`config.mk`:
```
export PLATFORM = sky130hd
export DESIGN_NAME = diag_mode_select_and_error_display
export DESIGN_NICKNAME = d
export VERILOG_FILES = /design/src/include/diag_pkg.sv /design/src/design/error_classifier.sv /design/src/design/diag_mode_select_and_error_display.sv
export SDC_FILE = /design/constraint.sdc
export NUM_CORES = 1
export LEC_CHECK = 0
export BUFFER_PORTS_ARGS = -buffer_cell sky130_fd_sc_hd__buf_2
export CORE_MARGIN = 2
export CORE_UTILIZATION = 52
export DETAILED_ROUTE_END_ITERATION = 6
export PLACE_DENSITY = 0.84
export RECOVER_POWER = 25
export SLEW_MARGIN = 10
export SYNTH_ARGS = -nofsm -noshare
export SYNTH_HDL_FRONTEND = slang
export SYNTH_SLANG_ARGS = --single-unit
export TNS_END_PERCENT = 10
```
`constraint.sdc`:
```
create_clock -name clk_i -period 3.5 [get_ports clk_i]
set_clock_uncertainty 0.15 [all_clocks]
set_input_delay 0.175 -clock clk_i [delete_from_list [all_inputs] [get_ports clk_i]]
set_output_delay 0.175 -clock clk_i [all_outputs]
set_load 0.01 [all_outputs]
```
`src/include/diag_pkg.sv`:
```
// Constants for the diagnostic mode select and error display block
package diag_pkg;
    // Wishbone byte offsets
    localparam logic [3:0] OFS_CTRL = 4'h0;
    localparam logic [3:0] OFS_STAT = 4'h4;
    localparam logic [3:0] OFS_CODE = 4'h8;
    localparam logic [3:0] OFS_CSR  = 4'hC;
    // Control register fields and reset value
    localparam int         CTRL_INIT    = 0;
    localparam int         CTRL_LAMP_EN = 1;
    localparam logic [1:0] CTRL_RST     = 2'h2;
    // Status register fields
    localparam int STAT_CODE  = 0;
    localparam int STAT_DRIVE = 5;
    localparam int STAT_BOTH  = 6;
    localparam int STAT_DIAG  = 7;
    localparam int STAT_HALT  = 8;
    localparam int STAT_CLASS = 9;
    // Command status error flag position
    localparam int CSR_ERR = 15;
    // Switch bank layout: bit 7 is position one
    localparam int SW_MODE_HI = 7;
    localparam int SW_MODE_LO = 5;
    localparam int SW_CODE_LO = 3;
    localparam int SW_DRIVE   = 0;
    // Test codes
    localparam logic [4:0] TC_ECHO     = 5'h10;
    localparam logic [4:0] TC_EXER_FMT = 5'h1E;
    localparam logic [4:0] TC_EXER     = 5'h1F;
    // Cycles after reset release before the switches are latched
    localparam logic [1:0] CAPTURE_WAIT = 2'h2;
    // Error classes
    localparam logic [3:0] CL_NONE = 4'h0, CL_OPER = 4'h1, CL_UNAS2 = 4'h2, CL_HOST = 4'h3;
    localparam logic [3:0] CL_DCAB = 4'h4, CL_DENS = 4'h5, CL_SEEK = 4'h6, CL_UNAS7 = 4'h7;
    localparam logic [3:0] CL_DCRC = 4'h8, CL_SECT = 4'h9, CL_RDAT = 4'hA, CL_RWC = 4'hB;
    localparam logic [3:0] CL_MST = 4'hC, CL_DRV = 4'hD, CL_PAT = 4'hE, CL_WFMT = 4'hF;
    // Octal error codes held as bytes
    localparam logic [7:0] EC_HOME0 = 8'h08, EC_HOME1 = 8'h10, EC_TRK0IN = 8'h18, EC_ADDR = 8'h20;
    localparam logic [7:0] EC_TRK0 = 8'h28, EC_NOSECT = 8'h38, EC_WPROT = 8'h40, EC_NORD = 8'h48;
    localparam logic [7:0] EC_NOPRE = 8'h50, EC_NOID = 8'h58, EC_HCRC = 8'h60, EC_MISM = 8'h68;
    localparam logic [7:0] EC_IDTRY = 8'h70, EC_NODAM = 8'h78, EC_DCRC = 8'h80, EC_PAR = 8'h88;
    localparam logic [7:0] EC_RWST = 8'h90, EC_WCNT = 8'h98, EC_DENS = 8'hA0, EC_KEY = 8'hA8;
    localparam logic [7:0] EC_INDET = 8'hB0, EC_WFMT = 8'hB8, EC_RWWR = 8'hD0, EC_RWTO = 8'hD8;
    localparam logic [7:0] EC_SYNC = 8'hE0, EC_NXM = 8'hE8, EC_NRDY = 8'hF0, EC_ACLOW = 8'hF8;
endpackage

```
`src/design/error_classifier.sv`:
```
// Maps a recorded error code onto its displayed error class
`timescale 1ns/10ps
module error_classifier
    import diag_pkg::*;
(
    // Code in
    input  wire logic [7:0] code_i,
    input  wire logic       diag_i,
    // Result
    output logic            valid_o,
    output logic [3:0]      class_o,
    output logic            flag_o
);
    // Class lookup, zero class when unknown
    function automatic logic [3:0] class_of(input logic [7:0] c);
        case (c)
            EC_WPROT, EC_NRDY:                       class_of = CL_OPER;
            EC_INDET:                                class_of = CL_DENS;
            EC_MISM:                                 class_of = CL_SEEK;
            EC_DCRC:                                 class_of = CL_DCRC;
            EC_NOSECT, EC_NOPRE, EC_NOID, EC_IDTRY,
            EC_NODAM:                                class_of = CL_SECT;
            EC_NORD:                                 class_of = CL_RDAT;
            EC_RWST, EC_RWWR, EC_RWTO:               class_of = CL_RWC;
            EC_SYNC:                                 class_of = CL_MST;
            EC_HOME0, EC_HOME1, EC_TRK0IN, EC_TRK0:  class_of = CL_DRV;
            EC_WFMT, EC_ACLOW:                       class_of = CL_WFMT;
            EC_ADDR:                                 class_of = CL_HOST;
            EC_DENS, EC_KEY:                         class_of = CL_UNAS2;
            EC_WCNT, EC_NXM:                         class_of = CL_DCAB;
            EC_HCRC:                                 class_of = CL_UNAS7;
            EC_PAR:                                  class_of = CL_PAT;
            default:                                 class_of = CL_NONE;
        endcase
    endfunction

    // Host-side codes carry no meaning while diagnosing
    logic host_only;
    assign host_only = (code_i == EC_PAR) || (code_i == EC_WCNT) || (code_i == EC_NXM)
                    || (code_i == EC_ADDR) || (code_i == EC_DENS) || (code_i == EC_KEY)
                    || (code_i == EC_HCRC);
    assign class_o = class_of(code_i);
    // Host codes and unassigned classes never reach the lamps in diagnostics
    assign valid_o = (class_o != CL_NONE) && !(diag_i && host_only);
    // Two codes leave the command status error flag alone
    assign flag_o  = (code_i != EC_HOME1) && (code_i != EC_HCRC);
endmodule

```
`src/design/diag_mode_select_and_error_display.sv`:
```
// Diagnostic mode select, lamp driver and error class display
`timescale 1ns/10ps
module diag_mode_select_and_error_display
    import diag_pkg::*;
(
    // Clock and reset
    input  wire logic        clk_i,
    input  wire logic        rst_i,
    // Wishbone slave
    input  wire logic        wb_cyc_i,
    input  wire logic        wb_stb_i,
    input  wire logic        wb_we_i,
    input  wire logic [3:0]  wb_adr_i,
    input  wire logic [3:0]  wb_sel_i,
    input  wire logic [31:0] wb_dat_i,
    output logic      [31:0] wb_dat_o,
    output logic             wb_ack_o,
    // Operator switch bank and drive pins
    input  wire logic [7:0]  sw_i,
    input  wire logic [1:0]  head_loaded_i,
    // Controller activity, same clock
    input  wire logic        selftest_busy_i,
    input  wire logic        write_busy_i,
    input  wire logic        read_busy_i,
    input  wire logic        host_wait_i,
    input  wire logic [1:0]  density_i,
    input  wire logic        pass_done_i,
    // Error events, same clock
    input  wire logic        err_valid_i,
    input  wire logic [7:0]  err_code_i,
    input  wire logic        mismatch_i,
    input  wire logic        host_cable_fault_i,
    input  wire logic        drive_cable_fault_i,
    // Lamps
    output logic      [7:0]  lamp_o,
    output logic             run_lamp_o,
    output logic      [1:0]  drive_act_o,
    // Selection outputs
    output logic             diag_mode_o,
    output logic      [4:0]  test_code_o,
    output logic             drive_sel_o,
    output logic             exercise_both_o
);
    // Controller states
    typedef enum logic [2:0]
    {
        ST_WAIT = 3'b001,
        ST_RUN  = 3'b010,
        ST_HALT = 3'b100
    } state_e;

    state_e      state_q;      // Controller state
    logic [1:0]  wait_q;       // Cycles since reset release
    logic [7:0]  sw_m_q;       // Switch synchroniser first stage
    logic [7:0]  sw_s_q;       // Switch synchronised
    logic [1:0]  hl_m_q;       // Head loaded first stage
    logic [1:0]  hl_s_q;       // Head loaded synchronised
    logic        sw8_q;        // Latched switch eight
    logic [3:0]  class_q;      // Displayed error class
    logic [7:0]  err_code_q;   // Error code register
    logic        csr_err_q;    // Command status error flag
    logic [1:0]  ctrl_q;       // Control register
    logic        frozen_q;     // Halt display settled
    logic        ack_q;        // Wishbone ack
    logic [31:0] rdat_q;       // Wishbone read data
    logic [7:0]  lamp_d;       // Next lamp pattern
    logic        capture;      // Switch latch moment
    logic        running;      // Processor running a test
    logic        exer;         // Exerciser code selected
    logic        cls_valid;    // Code maps to a shown class
    logic [3:0]  cls;          // Class of incoming code
    logic        cls_flag;     // Code sets the error flag
    logic        hit;          // Error taken this cycle
    logic [3:0]  new_cls;      // Class of the taken error
    logic        req;          // New bus request
    logic        wr_ctrl;      // Control write
    logic        init_p;       // Software initialise

    // Two-stage synchronisers for pins
    always_ff @(posedge clk_i)
    begin
        sw_m_q <= sw_i;
        sw_s_q <= sw_m_q;
        hl_m_q <= head_loaded_i;
        hl_s_q <= hl_m_q;
    end

    assign capture = (state_q == ST_WAIT) && (wait_q == CAPTURE_WAIT);
    assign running = (state_q == ST_RUN);
    assign exer    = diag_mode_o && ((test_code_o == TC_EXER_FMT) || (test_code_o == TC_EXER));

    // Code classifier
    error_classifier u_class
    (
        .code_i  (err_code_i),
        .diag_i  (diag_mode_o),
        .valid_o (cls_valid),
        .class_o (cls),
        .flag_o  (cls_flag)
    );

    // Errors count only while a test runs
    always_comb
    begin
        hit     = 1'b0;
        new_cls = CL_NONE;
        if (running && err_valid_i && cls_valid)
        begin
            hit     = 1'b1;
            new_cls = cls;
        end
        else if (running && diag_mode_o && host_cable_fault_i)
        begin
            hit     = 1'b1;
            new_cls = CL_HOST;
        end
        else if (running && diag_mode_o && drive_cable_fault_i)
        begin
            hit     = 1'b1;
            new_cls = CL_DCAB;
        end
        else if (running && diag_mode_o && mismatch_i)
        begin
            hit     = 1'b1;
            new_cls = CL_PAT;
        end
    end

    // Bus decode
    assign req     = wb_cyc_i && wb_stb_i && !ack_q;
    assign wr_ctrl = req && wb_we_i && (wb_adr_i == OFS_CTRL) && wb_sel_i[0];
    assign init_p  = wr_ctrl && wb_dat_i[CTRL_INIT] && !diag_mode_o;

    // Controller state machine
    always_ff @(posedge clk_i)
    begin
        if (rst_i)
        begin
            state_q <= ST_WAIT;
            wait_q  <= 2'h0;
        end
        else
        begin
            case (state_q)
                ST_WAIT:
                begin
                    wait_q <= wait_q + 2'h1;
                    if (capture)
                        state_q <= ST_RUN;
                end
                ST_RUN:
                begin
                    if (hit && diag_mode_o)
                        state_q <= ST_HALT;
                end
                ST_HALT:
                    state_q <= ST_HALT;
                default:
                    state_q <= ST_WAIT;
            endcase
        end
    end

    // Switch latch at power-up, held until the next reset
    always_ff @(posedge clk_i)
    begin
        if (rst_i)
        begin
            diag_mode_o <= 1'b0;
            test_code_o <= 5'h00;
            sw8_q       <= 1'b0;
        end
        else if (capture)
        begin
            diag_mode_o <= |sw_s_q[SW_MODE_HI:SW_MODE_LO];
            test_code_o <= sw_s_q[SW_MODE_HI:SW_CODE_LO];
            sw8_q       <= sw_s_q[SW_DRIVE];
        end
    end

    // Drive selection and exerciser alternation
    always_ff @(posedge clk_i)
    begin
        if (rst_i)
        begin
            drive_sel_o     <= 1'b0;
            exercise_both_o <= 1'b0;
        end
        else if (capture)
        begin
            // First pass starts on the switch eight drive in diagnostic mode, on drive zero in normal mode
            drive_sel_o     <= |sw_s_q[SW_MODE_HI:SW_MODE_LO] && sw_s_q[SW_DRIVE];
            exercise_both_o <= 1'b0;
        end
        else if (running && exer)
        begin
            exercise_both_o <= sw8_q;
            if (!sw8_q)
                drive_sel_o <= 1'b0;
            else if (pass_done_i)
                drive_sel_o <= !drive_sel_o;
        end
    end

    // Error class, later errors replace it in normal mode
    always_ff @(posedge clk_i)
    begin
        if (rst_i)
            class_q <= CL_NONE;
        else if (hit)
            class_q <= new_cls;
        else if (init_p)
            class_q <= CL_NONE;
    end

    // Error code register and flag, set wins over initialise
    always_ff @(posedge clk_i)
    begin
        if (rst_i)
        begin
            err_code_q <= 8'h00;
            csr_err_q  <= 1'b0;
        end
        else
        begin
            // An ignored code beside a fault pulse is never recorded
            if (hit && err_valid_i && cls_valid)
                err_code_q <= err_code_i;
            else if (init_p)
                err_code_q <= 8'h00;
            if (hit && err_valid_i && cls_valid && cls_flag)
                csr_err_q <= 1'b1;
            else if (init_p)
                csr_err_q <= 1'b0;
        end
    end

    // Lamp pattern selection, a halt outranks the echo pattern
    always_comb
    begin
        lamp_d = 8'h00;
        if (!ctrl_q[CTRL_LAMP_EN] || (state_q == ST_WAIT))
            lamp_d = 8'h00;
        else if (!diag_mode_o)
            lamp_d = {1'b1, host_wait_i, write_busy_i, read_busy_i, class_q};
        else if (state_q == ST_HALT)
            lamp_d = {4'h0, class_q};
        else if (test_code_o == TC_ECHO)
            lamp_d = sw_s_q;
        else
            lamp_d = {selftest_busy_i, selftest_busy_i,
                      write_busy_i, read_busy_i,
                      density_i, 1'b0, drive_sel_o};
    end

    // Lamp registers freeze once the halt display settles
    always_ff @(posedge clk_i)
    begin
        if (rst_i)
        begin
            lamp_o      <= 8'h00;
            run_lamp_o  <= 1'b1;
            drive_act_o <= 2'b00;
            frozen_q    <= 1'b0;
        end
        else
        begin
            frozen_q   <= (state_q == ST_HALT);
            run_lamp_o <= (state_q != ST_HALT);
            if (!frozen_q)
            begin
                lamp_o <= lamp_d;
                if (state_q == ST_HALT)
                    drive_act_o <= drive_sel_o ? 2'b10 : 2'b01;
                else
                    drive_act_o <= hl_s_q;
            end
        end
    end

    // Wishbone slave, ack one cycle after the request
    always_ff @(posedge clk_i)
    begin
        if (rst_i)
        begin
            ack_q  <= 1'b0;
            rdat_q <= 32'h0000_0000;
            ctrl_q <= CTRL_RST;
        end
        else
        begin
            ack_q <= req;
            if (wr_ctrl)
                ctrl_q[CTRL_LAMP_EN] <= wb_dat_i[CTRL_LAMP_EN];
            // Unmapped offsets read as zero
            if (req && (wb_adr_i == OFS_CTRL))
                rdat_q <= {30'h0, ctrl_q[CTRL_LAMP_EN], 1'b0};
            else if (req && (wb_adr_i == OFS_STAT))
                rdat_q <= {19'h0, class_q, (state_q == ST_HALT), diag_mode_o,
                           exercise_both_o, drive_sel_o, test_code_o};
            else if (req && (wb_adr_i == OFS_CODE))
                rdat_q <= {24'h0, err_code_q};
            else if (req && (wb_adr_i == OFS_CSR))
                rdat_q <= {16'h0, csr_err_q, 15'h0};
            else if (req)
                rdat_q <= 32'h0000_0000;
        end
    end

    assign wb_ack_o = ack_q;
    assign wb_dat_o = rdat_q;
endmodule

```
==> flow_summary.ini, run 1 <==
[die]
rows = 28
fp.dieArea_sq_um = 6940
start_util = 0.546
core-area_sq_um = 5990
fp.dieW_um = 83.3
die_y_um = 83.3
pin_count = 126

[detailed_routing]
wl_per_cell_um = 15.2
ant_nets = 0
drc = 0
drt-initial-drc-count = 304
via_per_inst = 5.68
finalWirelength_mm = 7.92
vias = 2951
drt_first_pass_iters = 7

[worst_setup_path]
worstSetupStartpoint = wb_ack_o$_SDFF_PP0_
r2r_cells = 6
cp_data_required_time_ns = 3.58
r2r_end = class_q[3]$_SDFFE_PP0P_
start_kind = flop
critPathMaxFanout = 17
endpoint_kind = flop
crit-reg2reg-launch = wb_ack_o$_SDFF_PP0_
crit_arrival_ns = 2.57
regToRegSetupSlack_ns = 1.01
criticalPathCategory = reg -> reg
worst_path_max_delay_cell = or3_4
max_stage_delay_ns = 0.39
worstPathCellList = nand3b_4 > or3_4 > nor3_1 > nand4_1 > nor4b_4 > a221o_1
critPathCapture = class_q[3]$_SDFFE_PP0P_

[cts]
cts_hold_buf = 12
cts-htree-levels = 3
clk_latency_ns = 0.34
cts_setup_buffers = 0
cts_sinks = 75
cts_buffers = 9
clkTransAtPathRegs_ns = 0.08
cts_buffer_depth = 2
cts_tree = done
clock-root-buffer = clkbuf_8
cts_resized = 0

[min_path]
hold_path_class = in -> reg

[global_routing]
grt_pass1_wl_mm = 12.6
grt_max_degree = 41
track_usage = 0.223
overflow = 0
grt_pass1_vias = 2689
grt_antenna_before_repair = 0

[yosys]
yosysSeqAreaShare = 0.459
syn_inst = 363
ys_async_sr_fraction = 0
synth_top_area_frac = 0.459
yosys_register_bits = 75
yosysTopAreaCell = dfxtp_1
synth_common_cells = dfxtp_1, nor2_1, nand2_1
yosysMostFrequentCell = dfxtp_1
synth_edf_count = 0
ys_types = 57
synthFlopType = dfxtp_1
netlist_area_sq_um = 3270
netlist_top_cells_area = dfxtp_1, nor2_1, a21oi_1
ys_warn_count = 0
syn_area_per_cell_sq_um = 9.01

[timing]
holdWs_ns = 0.00264
period_needed_ns = 2.49
period_share = 0.710
worst_slew_pin_slew_ns = 0.963
fmax_mhz = 402
rsz0062_at_grt = no
finalSetupViolCount = 0
final.setup.tns_ns = 0
hold_viol = 0
drv_slew = 0
maxSlewHeadroom = 0.356

[flow_run]
maxCapViolations = 0

[pwr]
ir_drop_v = 0.000387
leakage_nw = 1.61
powerDensity_nw_per_um2 = 520

[finish]
syn2layout_area_growth_pct = 19.4
nets = 515
antennaDiodeCount = 0
drive_above_1_share = 0.218
nFillCells = 510

[placed_design]
dp_hpwl_mm = 5.43
gp_congestion = 0.894
place.port_buffers = 74

[status]
status = completed
[cell usage in the layout, fill, tap and decap left out, drive strengths merged, types with 3 or more instances in the layout]
master	instances
nand2	35
dlygate4sd3	12
mux2i	8
nand4	3
a21oi	28
conb	18
a222oi	7
nor3	9
nor3b	7
buf	69
nor4b	3
or2	4
clkbuf	17
o21ai	14
a22oi	15
nor2	43
dfxtp	75
inv	7
nand3	9
o221ai	3
a221o	4
and2	5
nand2b	8
nand3b	3
nor4	4
[flip-flops by register name (all words and copies together) (netlist names), 3 cells and up]
signal	flops
sw_m_q	8
lamp_o	8
sw_s_q	8
class_q	4
test_code_o	5
err_code_q	8
wb_dat_o	14
state_q	3
[how the worst min path moves through the flow]
stage	cells after the start	to	slack [ns]	startpoint
2_1_floorplan	0	hl_m_q[0]$_DFF_P_	0.05	head_loaded_i[0]
3_3_place_gp	1	sw_m_q[4]$_DFF_P_	0.13	sw_i[4]
3_5_place_dp	1	sw_m_q[0]$_DFF_P_	0.13	sw_i[0]
4_1_cts	3	wb_dat_o[15]$_SDFFE_PP0P_	0.003	wb_adr_i[3]
5_1_grt	4	wb_dat_o[15]$_SDFFE_PP0P_	0.03	wb_adr_i[1]
6_report	3	wb_dat_o[15]$_SDFFE_PP0P_	0.003	wb_adr_i[3]
[kinds of logic (layout without fill, tap and decap cells)]
kind of cell	Yosys count	count (layout)	share of synthesized area
multiplexers	8	8	0.0245
flip-flops	75	75	0.459
adder cells (fa/ha/maj)	1	1	0.00382
other	1	18	0.00115
buffers and inverters	44	109	0.0772
AO/OA/AOI/OAI	89	89	0.193
XOR/XNOR	3	3	0.00803
AND/OR/NAND/NOR	142	142	0.233
[report_power, final]
part / switching [mW] / total (mW) / internal, mW
Clock: 0.320 / 0.728 / 0.407
Combinational: 0.205 / 0.335 / 0.130
Sequential: 0.0607 / 0.970 / 0.909
Total: 0.586 / 2.03 / 1.45
[layout make-up]
cell class	count	area (sq um)	share of cell area
sequential	75	1500	0.384
multi-input combinational	261	1580	0.405
tap	75	93.8	0.0240
timing repair buffer	87	490	0.126
clock inverter	5	86.3	0.0221
clock buffer	11	131	0.0336
inverter	6	22.5	0.00576
[through the flow]
stage          instance area, sq um  utilization  instances  setup WS, ns  power, mW
4_1_cts                        3920        0.654        520          1.02       2.03
5_1_grt                        3910        0.652        520         0.902       2.11
3_5_place_dp                   3580        0.597        492          1.04       1.31
3_3_place_gp                   3580        0.597        492          1.03       1.30
6_report                       3910        0.652        520          1.01       2.03
2_1_floorplan                  3340            -        380          1.36       1.21
[layer usage]
layer | track usage | part of all wire | up-vias | wire, um
met3 | 0.0497 | 0.063 | 16 | 498
met4 | 0.0820 | 0.022 | 0 | 173
met2 | 0.383 | 0.48 | 115 | 3830
met1 | 0.274 | 0.43 | 1392 | 3420
met5 | 0 | 0 | - | 0
li1 | - | - | 1428 | -
[critical path, delay by kind of cell (launching register included)]
| kind | cells | cell delay (ns) |
|---|---|---|
| compound gates | 1 | 0.39 |
| flops | 1 | 0.31 |
| simple gates | 5 | 1.50 |
(Power assumes the default switching activity.)
==> inputs of run 2 (changes only) <==
Settings changed: CORE_UTILIZATION 52 to 49, PLACE_DENSITY 0.84 to 0.8.
Clock period 3.5 ns to 2.35 ns, I/O delays scaled along.
==> flow_summary.ini, run 2 (synthesis results as in run 1) <==
[status]
status = completed

[detailed_routing]
drt_first_pass_iters = 7
drc = 0
vias = 3059
drt-initial-drc-count = 287
ant_nets = 0
wl_per_cell_um = 14.6
via_per_inst = 5.56
finalWirelength_mm = 8.06

[die]
core-area_sq_um = 6390
fp.dieArea_sq_um = 7350
die_y_um = 85.7
rows = 29
fp.dieW_um = 85.7
start_util = 0.512
pin_count = 126

[worst_setup_path]
critPathMaxFanout = 3
start_kind = flop
crit_arrival_ns = 2.33
crit-reg2reg-launch = wb_ack_o$_SDFF_PP0_
endpoint_kind = flop
regToRegSetupSlack_ns = 0.11
r2r_cells = 8
r2r_end = ctrl_q[1]$_SDFFE_PP1P_
cp_data_required_time_ns = 2.45
criticalPathCategory = reg -> reg

[timing]
hold_viol = 0
period_share = 0.951
period_needed_ns = 2.24
maxSlewHeadroom = 0.386
holdWs_ns = 0.000143
final.setup.tns_ns = 0
rsz0062_at_grt = no
finalSetupViolCount = 0
worst_slew_pin_slew_ns = 0.919
drv_slew = 0
fmax_mhz = 447

[finish]
drive_above_1_share = 0.247
final_core_util = 0.645
mostFrequentLayoutCells = dfxtp_1, buf_2, nor2_1, nand2_1, a21oi_1
nets = 543
final_common_cell = dfxtp_1
largest_reg_flops = 14
nFillCells = 532
final_cells = 550
syn2layout_area_growth_pct = 25.9
antennaDiodeCount = 0

[global_routing]
grt_pass1_wl_mm = 12.8
grt_max_degree = 27
track_usage = 0.221
overflow = 0
grt_pass1_vias = 2822
grt_antenna_before_repair = 0

[cts]
cts_setup_buffers = 0
cts_sinks = 75
cts_tree = done
clkTransAtPathRegs_ns = 0.08
cts-htree-levels = 3
cts_buffers = 9
clock-root-buffer = clkbuf_8
clk_latency_ns = 0.35
cts_buffer_depth = 2

[min_path]
hold_depth = 4
min_to = lamp_o[5]$_SDFFE_PP0N_
hold_path_startpoint = write_busy_i
hold_path_class = in -> reg

[placed_design]
gp_congestion = 0.929
dp.cells = 514
place.port_buffers = 74
dp_hpwl_mm = 5.72

[flow_run]
maxCapViolations = 0

[pwr]
leakage_nw = 1.73
ir_drop_v = 0.000672
powerDensity_nw_per_um2 = 721
[run 2: changes by cell type in the layout (fill, tap and decap cells not counted), sizes merged]
cell	previous run	this run
bufinv	2	1
inv	7	8
clkbuf	17	18
buf	69	88
dlygate4sd3	12	20
[run 2: cell type report]
| type | instances | area, sq um | area share |
|---|---|---|---|
| multi-input combinational | 261 | 1590 | 0.385 |
| tap | 77 | 96.3 | 0.0234 |
| inverter | 6 | 22.5 | 0.00547 |
| clock buffer | 11 | 131 | 0.0319 |
| clock inverter | 5 | 61.3 | 0.0149 |
| timing repair buffer | 115 | 719 | 0.175 |
| sequential | 75 | 1500 | 0.365 |
[run 2: metal layers]
| layer | vias up | global-route usage | wire length (um) |
|---|---|---|---|
| met5 | - | 0 | 0 |
| met1 | 1423 | 0.267 | 3440 |
| met4 | 0 | 0.115 | 275 |
| met2 | 126 | 0.374 | 3870 |
| li1 | 1480 | - | - |
| met3 | 30 | 0.0433 | 472 |
[run 2: what timing repair did]
| action | CTS | global route |
|---|---|---|
| gates resized for setup | 0 | 1 |
| hold endpoints to repair | 23 | 0 |
| setup endpoints to repair | 0 | 1 |
| hold buffers | 20 | 0 |
[run 2: where the power goes]
part / total (mW) / internal, mW / switching [mW] / leakage, nW
sequential: 1.44 / 1.35 / 0.0838 / 0.614
combinational: 0.551 / 0.235 / 0.317 / 1.02
clock: 0.979 / 0.499 / 0.480 / 0.0983
[run 2: worst max-delay path by stage]
| stage | slack, ns | end | start |
|---|---|---|---|
| after floorplan | 0.21 | class_q[1]$_SDFFE_PP0P_ | wb_ack_o$_SDFF_PP0_ |
| final | 0.11 | ctrl_q[1]$_SDFFE_PP1P_ | wb_ack_o$_SDFF_PP0_ |
| after CTS | 0.04 | ctrl_q[1]$_SDFFE_PP1P_ | wb_ack_o$_SDFF_PP0_ |
| after detailed placement | 0.20 | class_q[3]$_SDFFE_PP0P_ | err_code_i[5] |
| after global routing | 0.02 | ctrl_q[1]$_SDFFE_PP1P_ | wb_ack_o$_SDFF_PP0_ |
| after global placement | 0.25 | class_q[0]$_SDFFE_PP0P_ | err_code_i[5] |
[run 2: per-stage QoR]
step           setup slack (ns)  total power [mW]  area (sq um)
4_1_cts                  0.0441              2.98          4120
3_3_place_gp              0.254              1.97          3730
3_5_place_dp              0.204              1.99          3730
5_1_grt                  0.0228              3.10          4120
6_report                  0.114              2.97          4120
2_1_floorplan             0.211              1.80          3340
[run 2: worst max-delay path, stage by stage (launching register included)]
cell and delay [ns]:
dfxtp_1 0.32, nand3b_4 0.15, or3_4 0.35, nor3_2 0.17, buf_4 0.15, nand3_1 0.09
mux2i_1 0.14, dlygate4sd3_1 0.56, nand2b_1 0.05
==> inputs of run 3 (changes only) <==
Settings changed: CORE_UTILIZATION 49 to 52, PLACE_DENSITY 0.8 to 0.84.
Clock period 2.35 ns to 2.81 ns, I/O delays scaled along.
==> flow_summary.ini, run 3 (synthesis results as in run 1) <==
[status]
status = completed

[timing]
hold_viol = 0
holdWs_ns = 0.0265
fmax_mhz = 398
finalWorstSetupSlack_ns = 0.295
finalSetupViolCount = 0
drv_slew = 0
final.setup.tns_ns = 0
period_share = 0.895
period_needed_ns = 2.51
maxSlewHeadroom = 0.334
rsz0062_at_grt = no
worst_slew_pin_slew_ns = 0.998

[pwr]
clkPwrFrac = 0.343
p_switching_uw = 733
powerDensity_nw_per_um2 = 631
p_comb_frac = 0.175
leakage_nw = 1.64
p_sw_frac = 0.294
power.internal_mw = 1.76
seqPwrFrac = 0.482
ir_drop_v = 0.000475

[finish]
nets = 522
antennaDiodeCount = 0
final_core_util = 0.660
mostFrequentLayoutCells = dfxtp_1, buf_2, nor2_1, nand2_1, a21oi_1
drive_above_1_share = 0.223
final_common_cell = dfxtp_1
largest_reg_flops = 14
syn2layout_area_growth_pct = 20.9
final_area_sq_um = 3960

[cts]
cts-htree-levels = 3
cts_buffer_depth = 2
cts_sinks = 75
cts_resized = 0
cts_buffers = 9
clk_latency_ns = 0.35
cts_tree = done
clock-root-buffer = clkbuf_8
clkTransAtPathRegs_ns = 0.08

[die]
core-area_sq_um = 5990
pin_count = 126
fp.dieArea_sq_um = 6940
die_y_um = 83.3
rows = 28
fp.dieW_um = 83.3
start_util = 0.546

[global_routing]
grt_pass1_vias = 2811
overflow = 0
grt_pass1_wl_mm = 13.0
grt_max_degree = 41
track_usage = 0.233
grt_antenna_before_repair = 1

[detailed_routing]
vias = 2977
ant_nets = 0
drc = 0
finalWirelength_mm = 7.99
via_per_inst = 5.65
wl_per_cell_um = 15.2
drt-initial-drc-count = 448
drt_first_pass_iters = 5

[worst_setup_path]
endpoint_kind = flop
start_kind = flop
r2r_end = class_q[3]$_SDFFE_PP0P_
critPathMaxFanout = 17
r2r_cells = 6
criticalPathCategory = reg -> reg
cp_data_required_time_ns = 2.90
worst_path_max_delay_cell = or3_4
worstPathCellList = nand3b_4 > or3_4 > nor3_1 > nand4_1 > nor4b_4 > a221o_1
crit-reg2reg-launch = wb_ack_o$_SDFF_PP0_
regToRegSetupSlack_ns = 0.30
crit_arrival_ns = 2.60
max_stage_delay_ns = 0.38
worstSetupStartpoint = wb_ack_o$_SDFF_PP0_
critPathCapture = class_q[3]$_SDFFE_PP0P_

[min_path]
hold_path_class = in -> reg
hold_depth = 4

[placed_design]
dp_hpwl_mm = 5.51
place.port_buffers = 74
gp_congestion = 0.894
placed_area_sq_um = 3610
dp_slack_ns = 0.342

[flow_run]
maxCapViolations = 0
-- run 3: cell count changes in the layout (fill, tap and decap cells not counted), sizes merged --
cell         previous run  this run
buf                    88        73
clkbuf                 18        19
clkinv                  2         1
clkinvlp                0         1
dlygate4sd3            20        15
inv                     8         6
-- run 3: power groups by stage --
stage	registers (mW)	clock network [mW]	logic [mW]
finish	1.20	0.856	0.436
global route	1.21	0.911	0.482
CTS	1.20	0.862	0.433
detailed placement	1.23	0	0.416
global placement	1.22	0	0.401
floorplan	1.22	0	0.286
-- run 3: area by class of cell --
class,instances,area [sq um]
multi-input cells,261,1580
fillers,478,2040
clock buffers,13,159
well taps,75,93.8
repair buffers,94,551
flip-flops and latches,75,1500
clock inverters,3,46.3
inverters,6,22.5
-- run 3: worst max-delay path, delay by kind of cell (launching register included) --
kind	cells	cell delay, ns
compound gates	1	0.38
simple gates	5	1.55
flops	1	0.32
-- run 3: metal layers --
metal  routed length [um]  global-route usage
met3                  742              0.0626
met2                 3800               0.385
met1                 3210               0.275
met5                    0                   0
met4                  240               0.125
-- run 3: metrics by stage --
step / instances / total power, mW
after global placement: 496 / 1.62
after detailed placement: 496 / 1.64
after floorplan: 380 / 1.51
after global routing: 527 / 2.61
final: 527 / 2.50
after CTS: 527 / 2.50
-- run 3: how the worst min path moves through the flow --
stage,start,endpoint,slack (ns)
final,write_busy_i,lamp_o[5]$_SDFFE_PP0N_,0.03
after global placement,sw_i[3],sw_m_q[3]$_DFF_P_,0.09
after global routing,write_busy_i,lamp_o[5]$_SDFFE_PP0N_,0.04
after floorplan,head_loaded_i[0],hl_m_q[0]$_DFF_P_,0.02
after detailed placement,sw_i[4],sw_m_q[4]$_DFF_P_,0.09
after CTS,read_busy_i,lamp_o[4]$_SDFFE_PP0N_,0.02
-- run 3: timing repair --
item                                   4_1_cts  5_1_grt
hold buffers                                15        0
buffers inserted                             0        0
endpoints found under the hold margin       13        0
